### src/design/keypad_pkg.sv
package keypad_pkg;
   // register word indexes on the 32-bit bus: byte address = 4*index
   localparam logic [7:0] level_select_index = 8'h8d;
   localparam logic [7:0] irq_mask_index     = 8'h8e;
   localparam logic [7:0] hit_flags_index    = 8'h8f;
   localparam logic [7:0] control_index      = 8'h90;
   localparam logic [7:0] irq_status_index   = 8'h91;
   localparam logic [7:0] irq_enable_index   = 8'h92;
   localparam logic [7:0] reset_byte         = 8'h00;
   localparam int         key_count          = 8;
   localparam int         addr_width         = 10;
   // control register fields
   localparam int         ctl_global_en_bit  = 0;
   localparam int         ctl_sleep_bit      = 1;
   // event status fields
   localparam int         evt_flag_bit       = 0;
   localparam int         evt_wake_bit       = 1;

   typedef struct packed {
      logic [addr_width-1:0] address;
      logic                  read;
      logic                  write;
      logic [31:0]           writedata;
      logic [3:0]            byteenable;
   } bus_req_s;

   typedef struct packed {
      logic [31:0] readdata;
      logic        waitrequest;
   } bus_rsp_s;
endpackage : keypad_pkg

### src/design/keypad_level_interrupt.sv
// What this block does
// - eight key inputs are separate sources sharing one interrupt request.
// - flag bit x is set while input x sits at its active level.
// - level-select zero means active low; one means active high.
// - any write to the flag register with byte lane zero enabled clears every flag whose input is not still at its active level.
// - a flag requests an interrupt only while its mask bit is one.
// - mask bit zero leaves the pin a plain input, no interrupt part.
// - one global enable gates the combined keypad request.
// - an active level on an enabled input can wake the chip from sleep.
//
// Chosen here: the Avalon-MM interface to the registers.
`timescale 1ns/100ps
module keypad_level_interrupt #(
   parameter int key_width = 8
) (
   input  wire logic                   clock,
   input  wire logic                   resetn,
   input  wire keypad_pkg::bus_req_s   bus_req,
   output      keypad_pkg::bus_rsp_s   bus_rsp,
   input  wire logic [key_width-1:0]   keypad_input_pin,
   output      logic [key_width-1:0]   port_a_pin,
   output      logic                   key_irq,
   output      logic                   wake_request,
   output      logic                   irq
);
   import keypad_pkg::*;

   // register state
   logic [key_width-1:0] key_level_select, next_key_level_select;
   logic [key_width-1:0] key_irq_mask,     next_key_irq_mask;
   logic [key_width-1:0] key_hit_flags,    next_key_hit_flags;
   logic [7:0]           control,          next_control;
   logic [7:0]           irq_status,       next_irq_status;
   logic [7:0]           irq_enable,       next_irq_enable;
   logic [31:0]          readdata,         next_readdata;
   logic                 answer,           next_answer;
   logic [key_width-1:0] pin_seen,         next_pin_seen;
   logic                 key_irq_q,        next_key_irq_q;
   logic                 wake_q,           next_wake_q;
   logic                 irq_q,            next_irq_q;

   logic [key_width-1:0] active_hit;
   logic                 access, wr_hit, rd_hit;
   logic [7:0]           word_index;

   // active-level compare per input
   genvar g;
   generate
      for (g = 0; g < key_width; g++) begin : g_level
         assign active_hit[g] = (keypad_input_pin[g] == key_level_select[g]);
      end
   endgenerate

   // bus decode: one cycle wait, answer on second cycle
   function automatic logic is_write_to(input logic [7:0] idx, input logic [7:0] target);
      is_write_to = (idx == target);
   endfunction : is_write_to

   assign word_index = bus_req.address[9:2];
   assign access     = (bus_req.read || bus_req.write) && !answer;
   assign wr_hit     = access && bus_req.write && bus_req.byteenable[0];
   assign rd_hit     = access && bus_req.read;

   // next-state computation
   always_comb begin
      logic flag_evt;
      logic wake_evt;
      flag_evt              = 1'b0;
      wake_evt              = 1'b0;
      next_key_level_select = key_level_select;
      next_key_irq_mask     = key_irq_mask;
      next_key_hit_flags    = key_hit_flags;
      next_control          = control;
      next_irq_status       = irq_status;
      next_irq_enable       = irq_enable;
      next_readdata         = readdata;
      next_answer           = access;
      // writes
      if (wr_hit && is_write_to(word_index, level_select_index)) begin
         next_key_level_select = bus_req.writedata[key_width-1:0];
      end
      if (wr_hit && is_write_to(word_index, irq_mask_index)) begin
         next_key_irq_mask = bus_req.writedata[key_width-1:0];
      end
      if (wr_hit && is_write_to(word_index, control_index)) begin
         next_control = bus_req.writedata[7:0];
      end
      if (wr_hit && is_write_to(word_index, irq_enable_index)) begin
         next_irq_enable = bus_req.writedata[7:0];
      end
      // a write with byte lane zero clears all flags, but a pin still active sets again
      if (wr_hit && is_write_to(word_index, hit_flags_index)) begin
         next_key_hit_flags = '0;
      end
      next_key_hit_flags = next_key_hit_flags | active_hit;
      flag_evt = |(active_hit & ~key_hit_flags & key_irq_mask);
      wake_evt = control[ctl_sleep_bit] && |(active_hit & key_irq_mask);
      // reads
      if (rd_hit) begin
         next_readdata = 32'h0000_0000;
         unique case (word_index)
            level_select_index: next_readdata[key_width-1:0] = key_level_select;
            irq_mask_index:     next_readdata[key_width-1:0] = key_irq_mask;
            hit_flags_index:    next_readdata[key_width-1:0] = key_hit_flags;
            control_index:      next_readdata[7:0] = control;
            irq_status_index:   next_readdata[7:0] = irq_status;
            irq_enable_index:   next_readdata[7:0] = irq_enable;
            default:            next_readdata = 32'h0000_0000;
         endcase
         if (word_index == irq_status_index) begin
            next_irq_status = 8'h00;
         end
      end
      // event capture; set wins over read clear
      if (flag_evt) begin
         next_irq_status[evt_flag_bit] = 1'b1;
      end
      if (wake_evt) begin
         next_irq_status[evt_wake_bit] = 1'b1;
      end
      next_pin_seen = keypad_input_pin;
      // combined request: masked flags, global enable
      next_key_irq_q = control[ctl_global_en_bit] && |(key_hit_flags & key_irq_mask);
      next_wake_q    = control[ctl_sleep_bit] && |(active_hit & key_irq_mask);
      next_irq_q     = |(next_irq_status & irq_enable);
   end

   // registers
   always_ff @(posedge clock or negedge resetn) begin
      if (!resetn) begin
         key_level_select <= '0;
         key_irq_mask     <= '0;
         key_hit_flags    <= '0;
         control          <= reset_byte;
         irq_status       <= reset_byte;
         irq_enable       <= reset_byte;
         readdata         <= 32'h0000_0000;
         answer           <= 1'b0;
         pin_seen         <= '0;
         key_irq_q        <= 1'b0;
         wake_q           <= 1'b0;
         irq_q            <= 1'b0;
      end else begin
         key_level_select <= next_key_level_select;
         key_irq_mask     <= next_key_irq_mask;
         key_hit_flags    <= next_key_hit_flags;
         control          <= next_control;
         irq_status       <= next_irq_status;
         irq_enable       <= next_irq_enable;
         readdata         <= next_readdata;
         answer           <= next_answer;
         pin_seen         <= next_pin_seen;
         key_irq_q        <= next_key_irq_q;
         wake_q           <= next_wake_q;
         irq_q            <= next_irq_q;
      end
   end

   // outputs from flip-flops
   assign bus_rsp.readdata    = readdata;
   assign bus_rsp.waitrequest = !answer;
   assign port_a_pin          = pin_seen;
   assign key_irq             = key_irq_q;
   assign wake_request        = wake_q;
   assign irq                 = irq_q;
endmodule : keypad_level_interrupt

### config.mk
export PLATFORM = sky130hd
export DESIGN_NAME = keypad_level_interrupt
export DESIGN_NICKNAME = d
export VERILOG_FILES = /design/src/design/keypad_pkg.sv /design/src/design/keypad_level_interrupt.sv
export SDC_FILE = /design/constraint.sdc
export NUM_CORES = 1
export LEC_CHECK = 0
export BUFFER_PORTS_ARGS = -buffer_cell sky130_fd_sc_hd__buf_2
export CAP_MARGIN = 20
export CORE_ASPECT_RATIO = 0.5
export CORE_MARGIN = 8
export CORE_UTILIZATION = 55
export DETAILED_ROUTE_END_ITERATION = 7
export GPL_TIMING_DRIVEN = 0
export PLACE_DENSITY = 0.83
export SLEW_MARGIN = 20
export SYNTH_ARGS = -nofsm -noshare
export SYNTH_HDL_FRONTEND = slang
export SYNTH_SLANG_ARGS = --single-unit
### constraint.sdc
create_clock -name clock -period 4.6 [get_ports clock]
set_clock_uncertainty 0.1 [all_clocks]
set_input_delay 0.92 -clock clock [delete_from_list [all_inputs] [get_ports clock]]
set_output_delay 0.92 -clock clock [all_outputs]
set_load 0.005 [all_outputs]
==> results of run 1 <==
-- kinds of logic after synthesis --
group	after synthesis
mux	39
flops	68
simple gates	51
other cells	1
compound gates	63
xor+xnor	8
buf+inv	41
-- registers in the layout, indices dropped and copies added (netlist names) --
register and count:
answer 1, irq 1, irq_status 8, key_irq 1
key_level_select 8, wake_request 1, control 8, irq_enable 8
key_hit_flags 8, port_a_pin 8, readdata 8, key_irq_mask 8
-- per-layer routing --
metal / global-route usage [%] / part of all wire, %
met1: 25.2 / 44
met2: 26.4 / 42
met3: 9.19 / 13
met4: 4.11 / 1.1
met5: 0 / 0
-- Yosys cell counts --
master     count  share of area [%]
a21o_2         2               0.54
nand3_1        2               0.31
conb_1         1               0.12
a221o_1        1               0.31
mux2_1         9                3.1
xnor2_1        8                2.2
nor4_4         1               0.65
buf_2          6               0.92
a41oi_1        2               0.54
buf_4         24                5.5
nand4b_1       1               0.27
and2_2         6                1.4
and3_1         2               0.39
nor2_1         6               0.69
o21ai_0       10                1.5
nand2_1       20                2.3
a222oi_1       4                1.2
mux2_2        29                 10
a22o_1         5                1.3
a21o_1         8                1.8
a221oi_1       2               0.54
a21oi_1        7                1.1
nand3b_1       3               0.69
and2_1         1               0.19
o22a_2         5                1.5
nand4_1        1               0.19
a22oi_1       13                3.0
or3_1          1               0.19
or4b_1         1               0.31
o2111ai_1      1               0.27
and4b_2        1               0.35
a21boi_0       1               0.23
nand3_2        1               0.31
inv_1          4               0.46
buf_6          1               0.35
clkbuf_1       5               0.58
o22ai_1        2               0.39
buf_1          1               0.12
nor3b_4        1               0.58
or3b_1         1               0.27
mux2i_1        1               0.31
nor2b_1        2               0.39
dfrtp_1       68                 52
-- final timing paths --
kind | from | end | slack, ns | depth (start not counted)
hold / removal | answer | answer | 0.32 | 1
setup / recovery | bus_req[45] | key_level_select[1] | 2.11 | 7
setup reg to reg | answer | irq_enable[5] | 2.64 | 5
max in group asynchronous | resetn | wake_request | 3.46 | 2
min in group asynchronous | resetn | key_hit_flags[4] | 0.42 | 1
hold reg to reg | answer | answer | 0.32 | 1
-- cells in the final DEF (no fill, tap or decap), drive strengths merged, types with 2 or more instances in the layout --
cell type	n
a21o	10
a21oi	7
a221oi	2
a222oi	4
a22o	5
a22oi	13
a41oi	2
and2	7
and3	2
buf	79
clkbuf	17
clkinv	3
conb	24
dfrtp	68
inv	4
mux2	38
nand2	20
nand3	3
nand3b	3
nor2	6
nor2b	2
o21ai	10
o22a	5
o22ai	2
xnor2	8
-- layout make-up --
type                    instances  area [um2]  share of cell area [%]
flip-flops and latches         68        1700                    43.3
multi-input cells             185        1370                    35.0
repair buffers                 47         253                    6.43
plain buffers                  37         244                    6.21
clock buffers                  12         236                    6.02
well taps                      73        91.3                    2.32
clock inverters                 3        15.0                   0.382
inverters                       4        15.0                   0.382
-- worst register-to-register path, delay by kind of cell (launching register included) --
kind	cells	cell delay (ns)
muxes	1	0.34
buffers and inverters	2	0.29
and+or+nand+nor	2	0.74
DFF	1	0.37
-- power by group through the flow --
stage	combinational [uW]	clock (uW)	sequential [uW]
3_3_place_gp	109	0	635
2_1_floorplan	64.4	0	635
4_1_cts	115	595	627
3_5_place_dp	114	0	637
6_report	117	585	627
5_1_grt	129	622	628
-- metrics by stage --
| stage | power (uW) | setup WS, ns | hold WS (ns) | util [%] | instance area, um2 |
|---|---|---|---|---|---|
| floorplan | 699 | 2.14 | 0.303 | - | 3330 |
| global placement | 744 | 1.86 | 0.311 | 65.4 | 3660 |
| detailed placement | 751 | 1.80 | 0.315 | 65.8 | 3680 |
| CTS | 1340 | 2.13 | 0.323 | 70.3 | 3930 |
| global route | 1380 | 2.05 | 0.328 | 70.3 | 3930 |
| finish | 1330 | 2.11 | 0.321 | 70.3 | 3930 |
==> impl_metrics.json, run 1 <==
{
  "clockBufferDepth": 2,
  "max_slew_margin_pct": 52.1,
  "hpwl_mm": 6.10,
  "post-route-period-util_pct": 54.0,
  "clock-sinks": 68,
  "ioPinCount": 102,
  "initial_core_util_pct": 58.1,
  "area_growth_pct": 21.0,
  "p_sw_share_pct": 22.7,
  "synth_compound_area_share_pct": 14.4,
  "synthAdderAreaFrac_pct": 0,
  "vias": 2474,
  "ys_types": 43,
  "ys_seq_area_share_pct": 52.4,
  "combPwrFrac_pct": 8.8,
  "dieArea_um2": 8770,
  "grt_max_degree": 41,
  "drt_first_iter_violations": 273,
  "place_congestion": 0.910,
  "synthMuxAreaShare_pct": 13.5,
  "antenna_found_initial": 0,
  "cp_max_fo": 8,
  "p_int_uw": 1030,
  "min_period_ns": 2.49,
  "crit_path_start_kind": "input port",
  "crit_family": "simple AND/OR/NAND/NOR gates",
  "crit_arrival_ns": 2.59,
  "tightest_slew_ns": 0.713,
  "synth_area_um2": 3250,
  "root_buffer": "clkbuf_16",
  "cts_max_level": 3,
  "synth_warnings": 0,
  "placement_rows": 19,
  "synth_top_family_by_area": "compound AO/OA/AOI/OAI gates",
  "cpMaxStageDelayCell": "mux2_2",
  "p_leak_uw": 0.00191,
  "worstSkewPairLatency_ns": 0.33,
  "crit_type": "in -> reg",
  "setup_viol": 0,
  "viasPerCell": 5.77,
  "core_um2": 5590,
  "synth_xor_area_share_pct": 2.16,
  "clk_pin_slew_ns": 0.05,
  "post_drt_wl_per_cell_um": 18.7,
  "placed_cells": 414,
  "synth_area_per_cell_um2": 12.0,
  "power_density_nw_per_um2": 338,
  "grt_pass1_vias": 2478,
  "fin_tns_setup_ns": 0,
  "filler_cell_count": 394,
  "firstDrtPassIters": 5,
  "die_h_um": 70.3,
  "drv_slew": 0,
  "layoutNonFillerInstCount": 429,
  "grt_pass1_wl_mm": 13.2,
  "cts_tree": "built",
  "cts.repair.resized": 0,
  "portBuffers": 46,
  "crit_chain": "buf_2 > nor3b_4 > and4b_2 > clkbuf_1 > and3_1 > buf_2 > mux2_2",
  "hold_viol_final": 0,
  "hp-class": "reg -> reg",
  "post_cts_buffers": 0,
  "cpMostUsedCell": "buf_2",
  "synth-simple-area-share_pct": 9.48,
  "p_seq_share_pct": 47.2,
  "ys_ff_latch": 68,
  "postRouteAntennaNets": 0,
  "drc": 0,
  "peakVddDrop_uv": 270,
  "worst-path-buf-inv": 3,
  "critPathRequiredTime_ns": 4.71,
  "die_w_um": 125,
  "cts_buffers": 9,
  "status": "finished, final reports clean",
  "drive_above_1_share_pct": 38.2,
  "cts_hold_buf": 0,
  "rsz0062_at_grt": "false",
  "max-cap-violations": 0,
  "end_kind": "flop",
  "postSynthCellCount": 271,
  "grt_overflow": 0,
  "antennaDiodeCount": 0,
  "clock.fmax_ghz": 0.402,
  "nets": 410,
  "p_clk_share_pct": 44.0,
  "grtUsageTotal_pct": 18.8,
  "switchingPower_uw": 302,
  "cpPeakStageDelay_ns": 0.38,
  "routed_wl_mm": 8.00
}
Power figures use the tool's default switching activity.
==> inputs of run 2 (changes only) <==
- CORE_UTILIZATION: 55 -> 46
- PLACE_DENSITY: 0.83 -> 0.74
- clock period: 4.6 -> 2.05 ns (I/O delays scaled with it)
==> run 2 against run 1 <==
Non-clock buffer count unchanged. Sequential share of layout area down 1.1 points. Total power is 150% higher. Core utilization is 11 points lower. Clock power grew to 2.8 times the previous value. Die area is 16% higher. Final cell count rose by 4.7%. First-iteration DRC count shrank 42%. Critical path depth shrank 1. Count of clock-buffer cells in the layout is 1 lower.
==> impl_metrics.json, run 2 (synthesis results as in run 1) <==
{
  "root_buffer": "clkbuf_16",
  "met2WireLength_mm": 3.31,
  "route.top_layer_used": "met4",
  "power_density_nw_per_um2": 819,
  "clockBufferDepth": 2,
  "hpwl_mm": 6.14,
  "routed_wl_mm": 8.19,
  "crit_family": "simple AND/OR/NAND/NOR gates",
  "crit_chain": "buf_2 > nor3b_4 > nand3_2 > buf_6 > nor4_4 > mux2_2",
  "grt_pass1_vias": 2472,
  "drt_first_iter_violations": 159,
  "timing.hold.ws_ns": 0.110,
  "grt_pass1_wl_mm": 13.1,
  "crit_type": "in -> reg",
  "placed_cells": 433,
  "clock-sinks": 68,
  "core_um2": 6750,
  "place_congestion": 0.870,
  "portBuffers": 46,
  "area_growth_pct": 24.3,
  "ioPinCount": 102,
  "die_h_um": 75.4,
  "end_kind": "flop",
  "postRouteAntennaNets": 0,
  "max_slew_margin_pct": 53.6,
  "p_leak_uw": 0.00195,
  "cts_max_level": 3,
  "tightest_slew_ns": 0.691,
  "grtUsageTotal_pct": 16.9,
  "clk_pin_slew_ns": 0.05,
  "critPathLaunch": "bus_req[45]",
  "viasPerCell": 5.49,
  "hp-class": "in -> reg",
  "filler_cell_count": 570,
  "worst-path-buf-inv": 2,
  "worstHoldStart": "keypad_input_pin[6]",
  "clock.fmax_ghz": 0.507,
  "die_w_um": 135,
  "peakVddDrop_uv": 495,
  "crit_arrival_ns": 2.08,
  "drive_above_1_share_pct": 39.5,
  "setup_ws_ns": 0.0763,
  "cts_buffers": 9,
  "cpMaxStageDelayCell": "nor4_4",
  "cpPeakStageDelay_ns": 0.59,
  "final_cell_mix": "68 x dfrtp_1, 51 x buf_2, 29 x mux2_2",
  "wl_met3_mm": 1.01,
  "critPathRequiredTime_ns": 2.16,
  "nets": 410,
  "antenna_found_initial": 0,
  "cts_tree": "built",
  "hold_viol_final": 0,
  "cp_max_fo": 10,
  "dieArea_um2": 10200,
  "crit_path_start_kind": "input port",
  "worstSkewPairLatency_ns": 0.33,
  "layout_commonest_cell": "dfrtp_1",
  "firstDrtPassIters": 5,
  "setup_viol": 0,
  "drv_slew": 0,
  "layoutNonFillerInstCount": 449,
  "post-route-period-util_pct": 96.3,
  "post_drt_wl_per_cell_um": 18.2,
  "min_period_ns": 1.97,
  "r2r_start": "answer",
  "drc": 0,
  "antennaDiodeCount": 0,
  "placement_rows": 21,
  "grt_overflow": 0,
  "fin_tns_setup_ns": 0,
  "initial_core_util_pct": 48.1,
  "p_total_uw": 3310,
  "post_cts_buffers": 0,
  "rsz0062_at_grt": "false",
  "grt_max_degree": 37,
  "status": "finished, final reports clean",
  "vias": 2464,
  "max-cap-violations": 0,
  "post-place-ws_ns": -0.258,
  "m1WireLength_mm": 3.75
}
[run 2: changes by cell type in the layout (fill, tap and decap cells not counted)]
cell           before  now
dlygate4sd3_1       0    1
nand3_1             2    0
nand3_2             1    3
bufinv_16           0    2
clkbuf_8            0    1
clkbuf_1            8    5
[run 2: where the power goes]
part / switching [uW] / total, uW / internal (uW) / leakage, uW
clock: 544 / 1630 / 1090 / 0.000159
sequential: 25.8 / 1410 / 1380 / 0.000872
combinational: 144 / 266 / 122 / 0.000914
[run 2: what timing repair did]
item / in CTS / in global routing
setup endpoints to repair: 0 / 17
hold buffers: 1 / 0
resized for setup: 0 / 2
hold endpoints to repair: 32 / 0
[run 2: final timing paths]
kind	end	slack [ns]	cells past startpoint
hold reg to reg	answer	0.32	1
min in group asynchronous	key_level_select[4]	0.46	2
hold / removal	port_a_pin[6]	0.11	1
max in group asynchronous	readdata[0]	0.86	3
setup / recovery	control[7]	0.08	6
setup reg to reg	irq_enable[4]	0.16	5
[run 2: per-layer routing]
metal	up-vias	track usage, %
li1	1100	-
met1	1209	22.2
met2	143	24.6
met3	12	7.24
met4	0	5.80
met5	-	0
[run 2: layout make-up]
class	count	area [um2]	area share, %
sequential	68	1700	42.2
buffer	36	240	5.95
clock buffer	11	243	6.01
clock inverter	5	75.1	1.86
inverter	4	15.0	0.372
multi-input combinational	185	1380	34.3
timing repair buffer	48	263	6.51
tap	92	115	2.85
[run 2: per-stage QoR]
step / instance area [um2] / util (%)
after global placement: 3680 / 54.5
after floorplan: 3330 / -
after global routing: 4040 / 59.8
after detailed placement: 3700 / 54.8
after CTS: 4030 / 59.7
final: 4040 / 59.8
==> inputs of run 3 (changes only) <==
- CORE_UTILIZATION: 46 -> 31
- MAX_ROUTING_LAYER: unset -> met4
- PLACE_DENSITY: 0.74 -> 0.53
==> run 3 against run 2 <==
Setup slack worse by 0.012 ns. Register-to-register slack better by 0.03 ns. Clock power is 14% lower. Critical path type unchanged. Via count is 3.7% lower. Highest routed layer unchanged. Final cell count is 11% higher. Die area is 40% higher. Largest cell class unchanged. Global-route usage is 3.9 points lower. Core utilization is 20 points lower. Sequential share of layout area is 0.17 points lower.
==> impl_metrics.json, run 3 (synthesis results as in run 1) <==
{
  "status": "finished, final reports clean",
  "core_um2": 10200,
  "cpMaxStageDelayCell": "nor4_4",
  "max_slew_margin_pct": 49.7,
  "antenna_found_initial": 0,
  "crit_type": "in -> reg",
  "setup_ws_ns": 0.0642,
  "max-cap-violations": 0,
  "rsz0062_at_grt": "false",
  "end_kind": "flop",
  "postRouteAntennaNets": 0,
  "whs_path_depth": 1,
  "combPwrFrac_pct": 8.6,
  "cts_buffers": 9,
  "layout_commonest_cell": "dfrtp_1",
  "portBuffers": 46,
  "grtUsageTotal_pct": 13.0,
  "drive_above_1_share_pct": 38.9,
  "peakVddDrop_uv": 340,
  "grt_pass1_wl_mm": 13.6,
  "drc": 0,
  "crit_path_start_kind": "input port",
  "min_to": "port_a_pin[7]",
  "p_seq_share_pct": 45.8,
  "hold_viol_final": 0,
  "p_clk_share_pct": 45.6,
  "p_leak_uw": 0.00192,
  "setup_viol": 0,
  "die_w_um": 161,
  "firstDrtPassIters": 4,
  "p_int_uw": 2380,
  "grt_max_degree": 38,
  "initial_core_util_pct": 31.8,
  "critPathLaunch": "bus_req[45]",
  "reg2reg_to": "irq_enable[6]",
  "post-place-ws_ns": -0.237,
  "worstHoldStart": "keypad_input_pin[7]",
  "ioPinCount": 102,
  "filler_cell_count": 1013,
  "clockBufferDepth": 2,
  "antennaDiodeCount": 0,
  "cts_tree": "built",
  "crit_chain": "buf_2 > nor3b_4 > nand3_2 > buf_6 > nor4_4 > mux2_2",
  "r2r_cells": 5,
  "hpwl_mm": 6.58,
  "min_period_ns": 1.99,
  "post-route-period-util_pct": 96.9,
  "cts_max_level": 3,
  "r2r_setup_slack_ns": 0.19,
  "viasPerCell": 4.78,
  "p_sw_share_pct": 22.6,
  "post_cts_buffers": 0,
  "switchingPower_uw": 695,
  "die_h_um": 88.4,
  "place_congestion": 0.827,
  "root_buffer": "clkbuf_16",
  "clk_pin_slew_ns": 0.05,
  "nets": 411,
  "clock-sinks": 68,
  "crit_arrival_ns": 2.10,
  "post_drt_wl_per_cell_um": 17.2,
  "dieArea_um2": 14200,
  "power_density_nw_per_um2": 758,
  "final_util_pct": 39.7,
  "clock.fmax_ghz": 0.504,
  "cpPeakStageDelay_ns": 0.64,
  "critPathRequiredTime_ns": 2.16,
  "vias": 2374,
  "area_growth_pct": 24.8,
  "drv_slew": 0,
  "hp-class": "in -> reg",
  "cp_max_fo": 10,
  "r2r_start": "answer",
  "placement_rows": 26,
  "grt_pass1_vias": 2442,
  "final_cell_mix": "68 x dfrtp_1, 51 x buf_2, 29 x mux2_2",
  "drt_first_iter_violations": 138,
  "routed_wl_mm": 8.55,
  "tightest_slew_ns": 0.749,
  "worstSkewPairLatency_ns": 0.33,
  "grt_overflow": 0
}
## run 3: power by group through the flow
stage | Combinational, uW | Sequential (uW) | Clock [uW]
finish | 264 | 1410 | 1400
global route | 294 | 1410 | 1500
CTS | 263 | 1410 | 1440
detailed placement | 261 | 1430 | 0
global placement | 251 | 1430 | 0
floorplan | 144 | 1420 | 0
## run 3: repair_timing
item / 4_1_cts / 5_1_grt
endpoints found under the setup margin: 0 / 13
hold buffers: 1 / 0
endpoints found under the hold margin: 31 / 0
gates resized for setup: 0 / 2
## run 3: worst max-delay path by stage
stage,to,slack [ns],depth (start not counted)
floorplan,irq,0.1,7
global placement,key_irq_mask[0],-0.22,6
detailed placement,control[5],-0.24,6
CTS,irq_enable[6],0.07,5
global route,key_level_select[4],0.008,7
finish,control[5],0.06,6
## run 3: through the flow
step	power (uW)	area [um2]	std cells	hold WS, ns	setup TNS [ns]
2_1_floorplan	1570	3330	294	0.0144	0
3_3_place_gp	1680	3740	480	0.313	-6.54
3_5_place_dp	1690	3760	481	0.275	-7.46
4_1_cts	3110	4040	497	0.0950	0
5_1_grt	3210	4050	497	0.0953	0
6_report	3070	4050	497	0.106	0
## run 3: layout make-up
class	instances	area, um2	share of cell area, %
repair buffers	48	263	6.48
multi-input cells	185	1380	34.1
clock inverters	2	10.0	0.247
flip-flops and latches	68	1700	42.0
well taps	140	175	4.32
clock buffers	13	260	6.42
inverters	4	15.0	0.370
plain buffers	37	244	6.02
## run 3: worst max-delay path: cells and delay by family
kind | cells | cell delay, ns
AND/OR/NAND/NOR | 3 | 1.00
multiplexers | 1 | 0.41
buffers and inverters | 2 | 0.28
## run 3: routing by layer
metal | GRT usage (%) | share of wire, %
met5 | - | 0
met2 | 17.5 | 39
met3 | 5.66 | 9.7
met4 | 3.75 | 0.98
met1 | 17.2 | 50
